## src/nand_timing_pkg.sv

```systemverilog
// Constants, types and carriers shared by the flash cycle timing core.
// Operation
// RL1 - Flash clock comes from the system clock through a programmable integer divider.
// RL2 - Divisors that would push the flash clock above 66 MHz are rejected.
// RL3 - Divider leaves reset at the value giving roughly 16.63 MHz.
// RL4 - Pin intervals are whole or half flash periods; read setup is 15 ns absolute.
// RL5 - Memory drives read data; it is captured at the flash edge ending the read pulse.
// RL6 - Latch, chip enable, data setup/hold and write pulse each last one period.
// RL7 - Cycles last two periods; read pulse 1.5 periods; four periods after ready.
// RL8 - Four cycle kinds: command, address, write data and read data.
package nand_timing_pkg;

    // ------------------------------------------------------------------
    // Clock and divider figures
    // ------------------------------------------------------------------
    localparam int        SYS_CLK_KHZ       = 250000;
    localparam int        MAX_FLASH_KHZ     = 66000;
    localparam int        DEFAULT_FLASH_KHZ = 16630;
    localparam int        DIV_W             = 8;
    // Smallest divisor whose flash clock stays at or below the ceiling.
    localparam logic [7:0] MIN_DIV     = 8'((SYS_CLK_KHZ + MAX_FLASH_KHZ - 1) / MAX_FLASH_KHZ);
    // Whole divisor for the power-up frequency, with the fraction dropped.
    localparam logic [7:0] DEFAULT_DIV = 8'(SYS_CLK_KHZ / DEFAULT_FLASH_KHZ);

    // ------------------------------------------------------------------
    // Pin timing, counted in half flash periods, except the read setup in ns and system cycles
    // ------------------------------------------------------------------
    localparam logic [3:0] SETUP_HALVES      = 4'h2;
    localparam logic [3:0] WE_LOW_HALVES     = 4'h2;
    localparam logic [3:0] HOLD_HALVES       = 4'h2;
    localparam logic [3:0] READY_WAIT_HALVES = 4'h8;
    localparam logic [3:0] RE_LOW_HALVES     = 4'h3;
    localparam logic [3:0] RE_HIGH_HALVES    = 4'h1;
    localparam int         READ_SETUP_NS     = 15;
    localparam logic [9:0] READ_SETUP_CYC    =
        10'((READ_SETUP_NS * SYS_CLK_KHZ + 999999) / 1000000);

    // ------------------------------------------------------------------
    // Types
    // ------------------------------------------------------------------
    typedef enum logic [1:0] {
        CYC_COMMAND = 2'h0,
        CYC_ADDRESS = 2'h1,
        CYC_WRITE   = 2'h2,
        CYC_READ    = 2'h3
    } cycle_kind_t;

    typedef enum logic [2:0] {
        PH_IDLE   = 3'h0,
        PH_SETUP  = 3'h1,
        PH_STROBE = 3'h3,
        PH_HOLD   = 3'h2,
        PH_RWAIT  = 3'h6,
        PH_RLOW   = 3'h7,
        PH_RHIGH  = 3'h5
    } phase_t;

    typedef struct packed {
        cycle_kind_t kind;
        logic [7:0]  data;
    } flash_req_t;

    typedef struct packed {
        logic       commandLatchEnable;
        logic       addressLatchEnable;
        logic       flashChipEnableN;
        logic       flashWriteStrobeN;
        logic       flashReadStrobeN;
        logic [7:0] dataOut;
        logic       dataOeN;
    } flash_pins_t;

    typedef struct packed {
        logic [7:0] divisor;
        logic [7:0] pendingDiv;
        logic       pendingValid;
        logic [7:0] count;
        logic       halfTick;
        logic       periodTick;
        logic       reject;
        logic       flashClk;
    } div_state_t;

    typedef struct packed {
        phase_t      phase;
        logic [3:0]  halves;
        flash_pins_t pins;
        logic [7:0]  readData;
        logic        readValid;
    } seq_state_t;

endpackage

```

## src/flash_clock_divider.sv

```systemverilog
// Programmable divider that makes the flash clock and its half-period ticks.
`timescale 1ns/1ps

module flash_clock_divider
    import nand_timing_pkg::*;
(
    // Clock and reset
    input  wire logic             sys_clk,
    input  wire logic             resetn,
    // Divisor setting
    input  wire logic [DIV_W-1:0] divisorIn,
    input  wire logic             divisorLoad,
    output logic                  divisorReject,
    // Flash clock events
    output logic                  halfTick,
    output logic                  periodTick,
    output logic                  flashClk
);

    div_state_t s;
    div_state_t next_s;

    // ------------------------------------------------------------------
    // Next state
    // ------------------------------------------------------------------
    // A new divisor waits for a period boundary, so no flash period is ever cut short.
    always_comb begin
        next_s            = s;
        next_s.halfTick   = 1'b0;
        next_s.periodTick = 1'b0;
        next_s.reject     = 1'b0;
        if (s.count == s.divisor - 8'h01) begin // [RL1]
            next_s.count      = 8'h00;
            next_s.periodTick = 1'b1;
            next_s.flashClk   = 1'b1;
            if (s.pendingValid) begin
                next_s.divisor      = s.pendingDiv;
                next_s.pendingValid = 1'b0;
            end
        end else begin
            next_s.count = s.count + 8'h01;
            if (s.count == (s.divisor >> 1) - 8'h01) begin
                next_s.halfTick = 1'b1;
                next_s.flashClk = 1'b0;
            end
        end
        if (divisorLoad) begin
            if (divisorIn >= MIN_DIV) begin // [RL2]
                next_s.pendingDiv   = divisorIn;
                next_s.pendingValid = 1'b1;
            end else begin
                next_s.reject = 1'b1;
            end
        end
    end

    // ------------------------------------------------------------------
    // State register
    // ------------------------------------------------------------------
    always_ff @(posedge sys_clk or negedge resetn) begin
        if (!resetn) begin
            s            <= '0;
            s.divisor    <= DEFAULT_DIV; // [RL3]
            s.pendingDiv <= DEFAULT_DIV;
        end else begin
            s <= next_s;
        end
    end

    assign halfTick      = s.halfTick;
    assign periodTick    = s.periodTick;
    assign flashClk      = s.flashClk;
    assign divisorReject = s.reject;
endmodule // flash_clock_divider

```

## src/nand_flash_cycle_timing.sv

```systemverilog
// Pin sequencer for command, address, write and read cycles toward a NAND flash.
`timescale 1ns/1ps

module nand_flash_cycle_timing
    import nand_timing_pkg::*;
(
    // Clock and reset
    input  wire logic             sys_clk,
    input  wire logic             resetn,
    // Divider setting
    input  wire logic [DIV_W-1:0] divisorIn,
    input  wire logic             divisorLoad,
    output logic                  divisorReject,
    // Cycle request
    input  wire logic             reqValid,
    input  wire flash_req_t       req,
    output logic                  reqReady,
    // Read answer
    output logic [7:0]            readData,
    output logic                  readValid,
    // Flash pins
    output flash_pins_t           flashPins,
    output logic                  flashClk,
    input  wire logic [7:0]       flashDataIn,
    input  wire logic             flashReady
);

    // ------------------------------------------------------------------
    // Flash clock
    // ------------------------------------------------------------------
    logic halfTick;
    logic periodTick;
    logic halfEvt;

    flash_clock_divider u_divider (
        .sys_clk       (sys_clk),
        .resetn        (resetn),
        .divisorIn     (divisorIn),
        .divisorLoad   (divisorLoad),
        .divisorReject (divisorReject),
        .halfTick      (halfTick),
        .periodTick    (periodTick),
        .flashClk      (flashClk)
    );

    // Every pin edge lands on one of these, so all spans are half-period multiples.
    assign halfEvt = halfTick | periodTick; // [RL4]

    seq_state_t s;
    seq_state_t next_s;
    logic [3:0] phaseHalves;
    logic       phaseDone;

    // ------------------------------------------------------------------
    // Length of the present phase
    // ------------------------------------------------------------------
    always_comb begin
        unique case (s.phase)
            PH_IDLE:   phaseHalves = 4'h1;
            PH_SETUP:  phaseHalves = SETUP_HALVES;      // [RL6]
            PH_STROBE: phaseHalves = WE_LOW_HALVES;     // [RL6]
            PH_HOLD:   phaseHalves = HOLD_HALVES;       // [RL6]
            PH_RWAIT:  phaseHalves = READY_WAIT_HALVES; // [RL7]
            PH_RLOW:   phaseHalves = RE_LOW_HALVES;     // [RL7]
            PH_RHIGH:  phaseHalves = RE_HIGH_HALVES;    // [RL6]
            default:   phaseHalves = 4'h1;
        endcase
    end

    // The wait for ready only advances while the memory reports ready.
    assign phaseDone = halfEvt && (s.halves == phaseHalves - 4'h1)
                       && ((s.phase != PH_RWAIT) || flashReady); // [RL7]

    // Requests start only on a flash clock edge, keeping cycles aligned to it.
    assign reqReady = (s.phase == PH_IDLE) && halfEvt;

    // ------------------------------------------------------------------
    // Sequencer next state
    // ------------------------------------------------------------------
    always_comb begin
        next_s           = s;
        next_s.readValid = 1'b0;
        if (halfEvt && (s.phase != PH_IDLE)) begin
            if (phaseDone) begin
                next_s.halves = 4'h0;
            end else if ((s.phase != PH_RWAIT) || flashReady) begin
                next_s.halves = s.halves + 4'h1;
            end else begin
                next_s.halves = 4'h0;
            end
        end
        // A ready drop in any cycle, not only on a half edge, restarts the wait.
        if ((s.phase == PH_RWAIT) && !flashReady) begin
            next_s.halves = 4'h0; // [RL7]
        end
        unique case (s.phase)
            PH_IDLE: begin
                if (reqValid && reqReady) begin // [RL8]
                    next_s.halves                  = 4'h0;
                    next_s.pins.flashChipEnableN   = 1'b0;
                    next_s.pins.commandLatchEnable = (req.kind == CYC_COMMAND);
                    next_s.pins.addressLatchEnable = (req.kind == CYC_ADDRESS);
                    if (req.kind == CYC_READ) begin
                        next_s.pins.dataOeN = 1'b1;
                        next_s.phase        = PH_RWAIT;
                    end else begin
                        next_s.pins.dataOut = req.data;
                        next_s.pins.dataOeN = 1'b0;
                        next_s.phase        = PH_SETUP;
                    end
                end
            end
            PH_SETUP: begin
                if (phaseDone) begin
                    next_s.pins.flashWriteStrobeN = 1'b0; // [RL6]
                    next_s.phase                  = PH_STROBE;
                end
            end
            PH_STROBE: begin
                if (phaseDone) begin
                    next_s.pins.flashWriteStrobeN = 1'b1; // [RL7]
                    next_s.phase                  = PH_HOLD;
                end
            end
            PH_HOLD: begin
                // Latches, chip enable and data are held a full period past the strobe.
                if (phaseDone) begin
                    next_s.pins.commandLatchEnable = 1'b0; // [RL6]
                    next_s.pins.addressLatchEnable = 1'b0;
                    next_s.pins.flashChipEnableN   = 1'b1;
                    next_s.pins.dataOeN            = 1'b1;
                    next_s.phase                   = PH_IDLE;
                end
            end
            PH_RWAIT: begin
                if (phaseDone) begin
                    next_s.pins.flashReadStrobeN = 1'b0; // [RL7]
                    next_s.phase                 = PH_RLOW;
                end
            end
            PH_RLOW: begin
                // Sampling on the flash edge that ends the pulse gives the data
                // the whole 1.5 periods to settle, well past the absolute setup.
                if (phaseDone) begin
                    next_s.readData              = flashDataIn; // [RL5]
                    next_s.readValid             = 1'b1;
                    next_s.pins.flashReadStrobeN = 1'b1;
                    next_s.phase                 = PH_RHIGH;
                end
            end
            PH_RHIGH: begin
                if (phaseDone) begin
                    next_s.pins.flashChipEnableN = 1'b1;
                    next_s.phase                 = PH_IDLE;
                end
            end
            default: begin
                next_s.phase = PH_IDLE;
            end
        endcase
    end

    // ------------------------------------------------------------------
    // State register
    // ------------------------------------------------------------------
    always_ff @(posedge sys_clk or negedge resetn) begin
        if (!resetn) begin
            s                        <= '0;
            s.phase                  <= PH_IDLE;
            s.pins.flashChipEnableN  <= 1'b1;
            s.pins.flashWriteStrobeN <= 1'b1;
            s.pins.flashReadStrobeN  <= 1'b1;
            s.pins.dataOeN           <= 1'b1;
        end else begin
            s <= next_s;
        end
    end

    assign flashPins = s.pins;
    assign readData  = s.readData;
    assign readValid = s.readValid;

    // ------------------------------------------------------------------
    // Check helpers
    // ------------------------------------------------------------------
    logic [3:0] weLowHalves;
    logic [3:0] reLowHalves;
    logic [3:0] readyHalves;
    logic [9:0] reLowCycles;

    // Counts flash half periods with each strobe low and in the ready wait, and system cycles with the read strobe low.
    always_ff @(posedge sys_clk or negedge resetn) begin
        if (!resetn) begin
            weLowHalves <= 4'h0;
            reLowHalves <= 4'h0;
            readyHalves <= 4'h0;
            reLowCycles <= 10'h000;
        end else begin
            if (s.pins.flashWriteStrobeN) begin
                weLowHalves <= 4'h0;
            end else if (halfEvt) begin
                weLowHalves <= weLowHalves + 4'h1;
            end
            if (s.pins.flashReadStrobeN) begin
                reLowHalves <= 4'h0;
                reLowCycles <= 10'h000;
            end else begin
                reLowCycles <= reLowCycles + 10'h001;
                if (halfEvt) begin
                    reLowHalves <= reLowHalves + 4'h1;
                end
            end
            if ((s.phase != PH_RWAIT) || !flashReady) begin
                readyHalves <= 4'h0;
            end else if (halfEvt && flashReady) begin
                readyHalves <= readyHalves + 4'h1;
            end
        end
    end
endmodule // nand_flash_cycle_timing

```

## config.mk

```make
export PLATFORM = sky130hd
export DESIGN_NAME = nand_flash_cycle_timing
export DESIGN_NICKNAME = d
export VERILOG_FILES = /design/src/nand_timing_pkg.sv /design/src/flash_clock_divider.sv /design/src/nand_flash_cycle_timing.sv
export SDC_FILE = /design/constraint.sdc
export NUM_CORES = 1
export LEC_CHECK = 0
export ABC_AREA = 0
export BUFFER_PORTS_ARGS = -buffer_cell sky130_fd_sc_hd__buf_2
export CELL_PAD_IN_SITES_DETAIL_PLACEMENT = 1
export CELL_PAD_IN_SITES_GLOBAL_PLACEMENT = 1
export CORE_ASPECT_RATIO = 0.7
export CORE_MARGIN = 8
export CORE_UTILIZATION = 30
export DETAILED_ROUTE_END_ITERATION = 8
export PLACE_DENSITY_LB_ADDON = 0.1
export RECOVER_POWER = 100
export SYNTH_ARGS = -nofsm -noshare
export SYNTH_HDL_FRONTEND = slang
export SYNTH_SLANG_ARGS = --single-unit
```

## constraint.sdc

```tcl
create_clock -name sys_clk -period 3.75 [get_ports sys_clk]
set_clock_uncertainty 0.1 [all_clocks]
set_input_delay 0.375 -clock sys_clk [delete_from_list [all_inputs] [get_ports sys_clk]]
set_output_delay 0.375 -clock sys_clk [all_outputs]
set_load 0.03 [all_outputs]
```

# Word-level counts from Yosys, hierarchy flattened
# Cells that the tools add are included.
dict set report word_totals {
  out_inout_bits 26
  register_bits 59
  inputBits 31
  elab_cells 111
}
dict set report classes {
  n_eq_ne 20
  addsub 5
  n_reduce_logical 27
  n_bitwise 2
  magnitude_cmp 1
  muxes 37
}
# op count
set ops {}
lappend ops {{$mux 3} 7}
lappend ops {{$mux 4} 5}
lappend ops {{$pmux 3 s6} 1}
lappend ops {{$eq 8x8->1} 2}
lappend ops {{$mux 1} 16}
lappend ops {{$ne 2x2->1 const B} 6}
lappend ops {{$pmux 4 s3} 1}
lappend ops {{$reduce_and 3->1} 4}
lappend ops {{$mux 10} 1}
lappend ops {{$eq 3x3->1 const B} 3}
lappend ops {{$add 8x1->8 const B} 1}
lappend ops {{$ge 8x3->1 const B} 1}
lappend ops {{$mux 8} 1}
lappend ops {{$reduce_bool 2->1} 4}
lappend ops {{$sub 7x1->8 const B} 1}
lappend ops {{$sub 8x1->8 const B} 1}
lappend ops {{$eq 3x2->1 const B} 2}
lappend ops {{$logic_and 1x1->1} 6}
lappend ops {{$pmux 1 s2} 3}
lappend ops {{$reduce_and 2->1} 3}
lappend ops {{$reduce_and 6->1} 1}
lappend ops {{$reduce_bool 3->1} 2}
lappend ops {{$add 4x1->4 const B} 1}
lappend ops {{$eq 4x4->1} 1}
lappend ops {{other kinds (17)} 18}

# Depth between registers and ports, before layout
dict set report logic_depth {
  depth_word 12
  depth_mapped 9
  ltp_nobuf 7
}

# By module
# A second synthesis with hierarchy kept.
dict set report unflattened {
  hier_cells 297
  area_unflattened_um2 3213.1
}
# mod cells_each seq_area_each_um2 area_per_inst_um2 instances
set by_module_without_submodules {}
lappend by_module_without_submodules {nand_flash_cycle_timing 149 755.7 1631.6 1}
lappend by_module_without_submodules {flash_clock_divider 148 735.7 1581.5 1}

# Worst setup path after synthesis
# No wires, ideal clock.
dict set report synth_path {
  path_type {register -> register}
  start {reg u_divider.s[22] in the netlist's numbering}
  end {reg u_divider.s[25] in the netlist's numbering}
  t_arrival_ps 2475
  slack_ps 1050
  period_less_slack_ps 2700
  stages_incl_launch_ff 9
  setup_time_ps 125
  t_required_ps 3525
  n_path_buf 1
  path_cell_list {dfstp_2 -> clkbuf_1 -> inv_1 -> ha_1 -> o21ba_2 -> a221oi_1 -> a41oi_1 -> nor4_4 -> mux2_2}
}
dict set report synth_via {
  elab_chain_cells 3
}
# item line
set synth_rtl {}
lappend synth_rtl {{from (decl)} flash_clock_divider.sv:20} ;# div_state_t s;
lappend synth_rtl {{from (signal assigned)} flash_clock_divider.sv:66} ;# s <= next_s;
lappend synth_rtl {{$sub 8x1->8} flash_clock_divider.sv:32} ;# if (s.count == s.divisor - 8'h01) begin
lappend synth_rtl {{$eq 8x8->1} flash_clock_divider.sv:32}
lappend synth_rtl {{$reduce_and 2->1 (no source line)} --}
# Every way passes these cells.
# A chain may end at the register's enable or synchronous reset.

# Final worst setup path
dict set report layout_path {
  start {reg u_divider.s[22] in the netlist's numbering}
  end {reg u_divider.s[28] in the netlist's numbering}
}
# The elaborated chain is that of the path after synthesis.

==> metrics.txt <==
outcome complete, but fails checks; failing checks max-capacitance violations, max-slew violations; dpl ws 884 ps; Die Ht 103 um; fillers 1194; headroom to the max-slew limit -36.6%; 1st-iter DRT viols 84; fmax 343 MHz; core area 10400 sq um; Max Cap Violations 1; Final Cell Area 3720 sq um; setup TNS 0 ps; CTS resizes 0; Pre-antenna DRT Iters 4; mapped cell area 3220 sq um; Die ar. 14300 sq um; Netlist cell types 58; CP Depth 7; clock latency on the worst-skew pair 320 ps; maximum vdd drop 0.198 mV; largest net degree at the start of global routing 39; DP Area 3460 sq um; clock sink count 59; Ports 57; GPL Wtd Cong 0.702; diode count 0; delay-heaviest family, CP flip-flops; worst r2r path cells 7; DRC violations left 0; Tcrit/Tclk final 77.9%; Largest stage delay, worst path 650 ps; TritonCTS clock tree done; Critical Path End Type flip-flop; WL final 7800 um; Final Max Tran Viols 39; syn_area_per_cell 10.5 sq um; asr flop ratio synth 100%; clock tree buffer depth 2; DR vias 2296; CTS Root Cell clkbuf_16; Num CTS Buffers 9; HP Class primary input to flip-flop; final antenna-violating net count 0; Hold Vio Cnt, Final 0; port bufs 56; Hold Crit Depth 3; NetSw 317 uW; die extent in x 140 um; minimum clock period 2920 ps; setup ws final 830 ps; H-tree levels 3; RSZ-0062 raised after global routing no; Clk pwr share 54.8%; Syn Inst Count 305; CP max stage cell dfstp_1; pwr dens 422 nW/um^2; vias per cell 4.83; worst-margin pin slew 2050 ps; CP Buf/Inv Count 1; syn_nets 341; Synth Register Bits 59; Clock transition at path regs 50 ps; initial antenna violation count 0; Sw Ratio 20.2%; Synth Warn # 0; Critical Path Fanout Max 8; gr ovfl total 0; Reg power frac 42.1%; crit path cell chain inv_1 > ha_1 > o21ba_2 > a221oi_1 > a41oi_1 > nor4_4 > mux2_2; Leak 0.00171 uW; most used flip-flop cell after synthesis dfrtp_1; Power Total 1570 uW; number of global-route vias before repair 2550; Area growth syn-to-layout 15.6%; combinational group share of total power 3.2%; row cnt 31; CP required 3860 ps; Layout Nets 374; Data arrival, critical path 3020 ps; hold buffer count at cts 0; Post-synth EDFFs 0; final setup vio count 0; wire per inst 16.4 um; post-synthesis sequential area ratio 46.4%; Starting Density 30.9%; Post-CTS Setup Bufs 0; post-DP HPWL 5880 um; GR Util All Layers 11.8%; Internal Power 1250 uW; Setup CP Type flip-flop to flip-flop; fraction of layout cells with a size suffix above 1 25.4%; critical path startpoint category flip-flop; global-route wire length before repair 13400 um
-- area by class of cell --
type / instances / area (sq um) / area share (%)
repair buffers: 58 / 253 / 6.80
inverters: 6 / 22.5 / 0.606
flip-flops and latches: 59 / 1490 / 40.1
well taps: 132 / 165 / 4.44
multi-input cells: 204 / 1470 / 39.6
clock buffers: 11 / 233 / 6.26
clock inverters: 5 / 78.8 / 2.12
-- routing by layer --
layer	global-route usage (%)	wire length (um)
met4	3.74	83
met2	17.2	3170
met1	16.0	4150
met3	4.35	392
met5	0	0
-- layout by cell type (no fill, tap or decap), drive strengths merged, types with 5 or more instances in the layout --
master / Yosys / layout
xor2: 13 / 13
and3: 7 / 7
buf: 26 / 28
nor2: 20 / 20
nor4: 5 / 5
ha: 5 / 5
dfrtp: 47 / 47
a21oi: 5 / 5
nor3: 9 / 9
mux2: 28 / 28
dfstp: 12 / 12
nand2: 27 / 27
inv: 6 / 6
o21ai: 9 / 9
clkbuf: 10 / 41
nand3: 8 / 8
xnor2: 13 / 13
-- power by group through the flow --
stage / logic, uW / registers, uW / clock network (uW)
floorplan: 18.0 / 667 / 0
global placement: 51.9 / 671 / 0
detailed placement: 53.0 / 671 / 0
CTS: 53.0 / 660 / 885
global route: 58.5 / 661 / 912
finish: 49.6 / 660 / 859
-- metrics by stage --
step	hold slack [ps]	utilization, %	std cells
after floorplan	-20.6	-	305
after global placement	353	33.3	459
final	157	35.7	475
after global routing	155	35.7	475
after detailed placement	353	33.3	459
after CTS	79.9	36.3	475
-- worst reg2reg max path, stage by stage, from the launching register on --
cell      delay, ps
dfstp_1         650
inv_1           130
ha_1            250
o21ba_2         210
a221oi_1        290
a41oi_1         140
nor4_4          630
mux2_2          400
-- path summary, 6_finish.rpt --
path,start,end,slack (ps)
setup / recovery,u_divider.s[22]$_DFFE_PN1P_,u_divider.s[28]$_DFFE_PN0P_,830
hold / removal,divisorIn[2],u_divider.s[15]$_DFFE_PN1P_,160
setup reg to reg,u_divider.s[22]$_DFFE_PN1P_,u_divider.s[28]$_DFFE_PN0P_,830
hold reg to reg,u_divider.s[16]$_DFFE_PN1P_,u_divider.s[16]$_DFFE_PN1P_,360
max in group asynchronous,resetn,u_divider.s[28]$_DFFE_PN0P_,1100
min in group asynchronous,resetn,flashPins[1]$_DFFE_PN0P_,530
-- synthesized netlist by cell type (all sizes together), types with 2 or more instances --
cell type	instances	area [sq um]
nor3	9	45.0
dfrtp	47	1180
nand4	3	18.8
nor2b	2	12.5
a21boi	2	15.0
or3	2	12.5
nand4b	2	17.5
o31ai	2	15.0
xor2	13	114
a21o	3	22.5
nor4	5	67.6
dfstp	12	315
and2	2	12.5
buf	26	185
a21oi	5	28.8
and3	7	43.8
or2	4	25.0
xnor2	13	114
nand2b	3	18.8
a32oi	2	17.5
nand2	27	101
a2111oi	2	23.8
o21ai	9	45.0
mux2	28	315
nand3b	3	22.5
nor2	20	75.1
and4b	2	20.0
a31oi	2	12.5
inv	6	22.5
ha	5	62.6
clkbuf	10	37.5
nand3	8	40.0
nor3b	3	22.5
-- flip-flops by register name, indices dropped and copies added (netlist names) --
signal and cells:
s 7, u_divider.s 25, readData 8, u_divider.divisorReject 1
flashPins 14, u_divider.flashClk 1, u_divider.periodTick 1, u_divider.halfTick 1
readValid 1
-- cell families after synthesis --
| kind of cell | synth area share [%] |
|---|---|
| compound gates | 8.76 |
| xor+xnor | 7.08 |
| fa+ha+maj | 1.95 |
| buf+inv | 7.63 |
| flops | 46.4 |
| mux | 10.1 |
| simple gates | 18.1 |
Power figures use the tool's default switching activity.
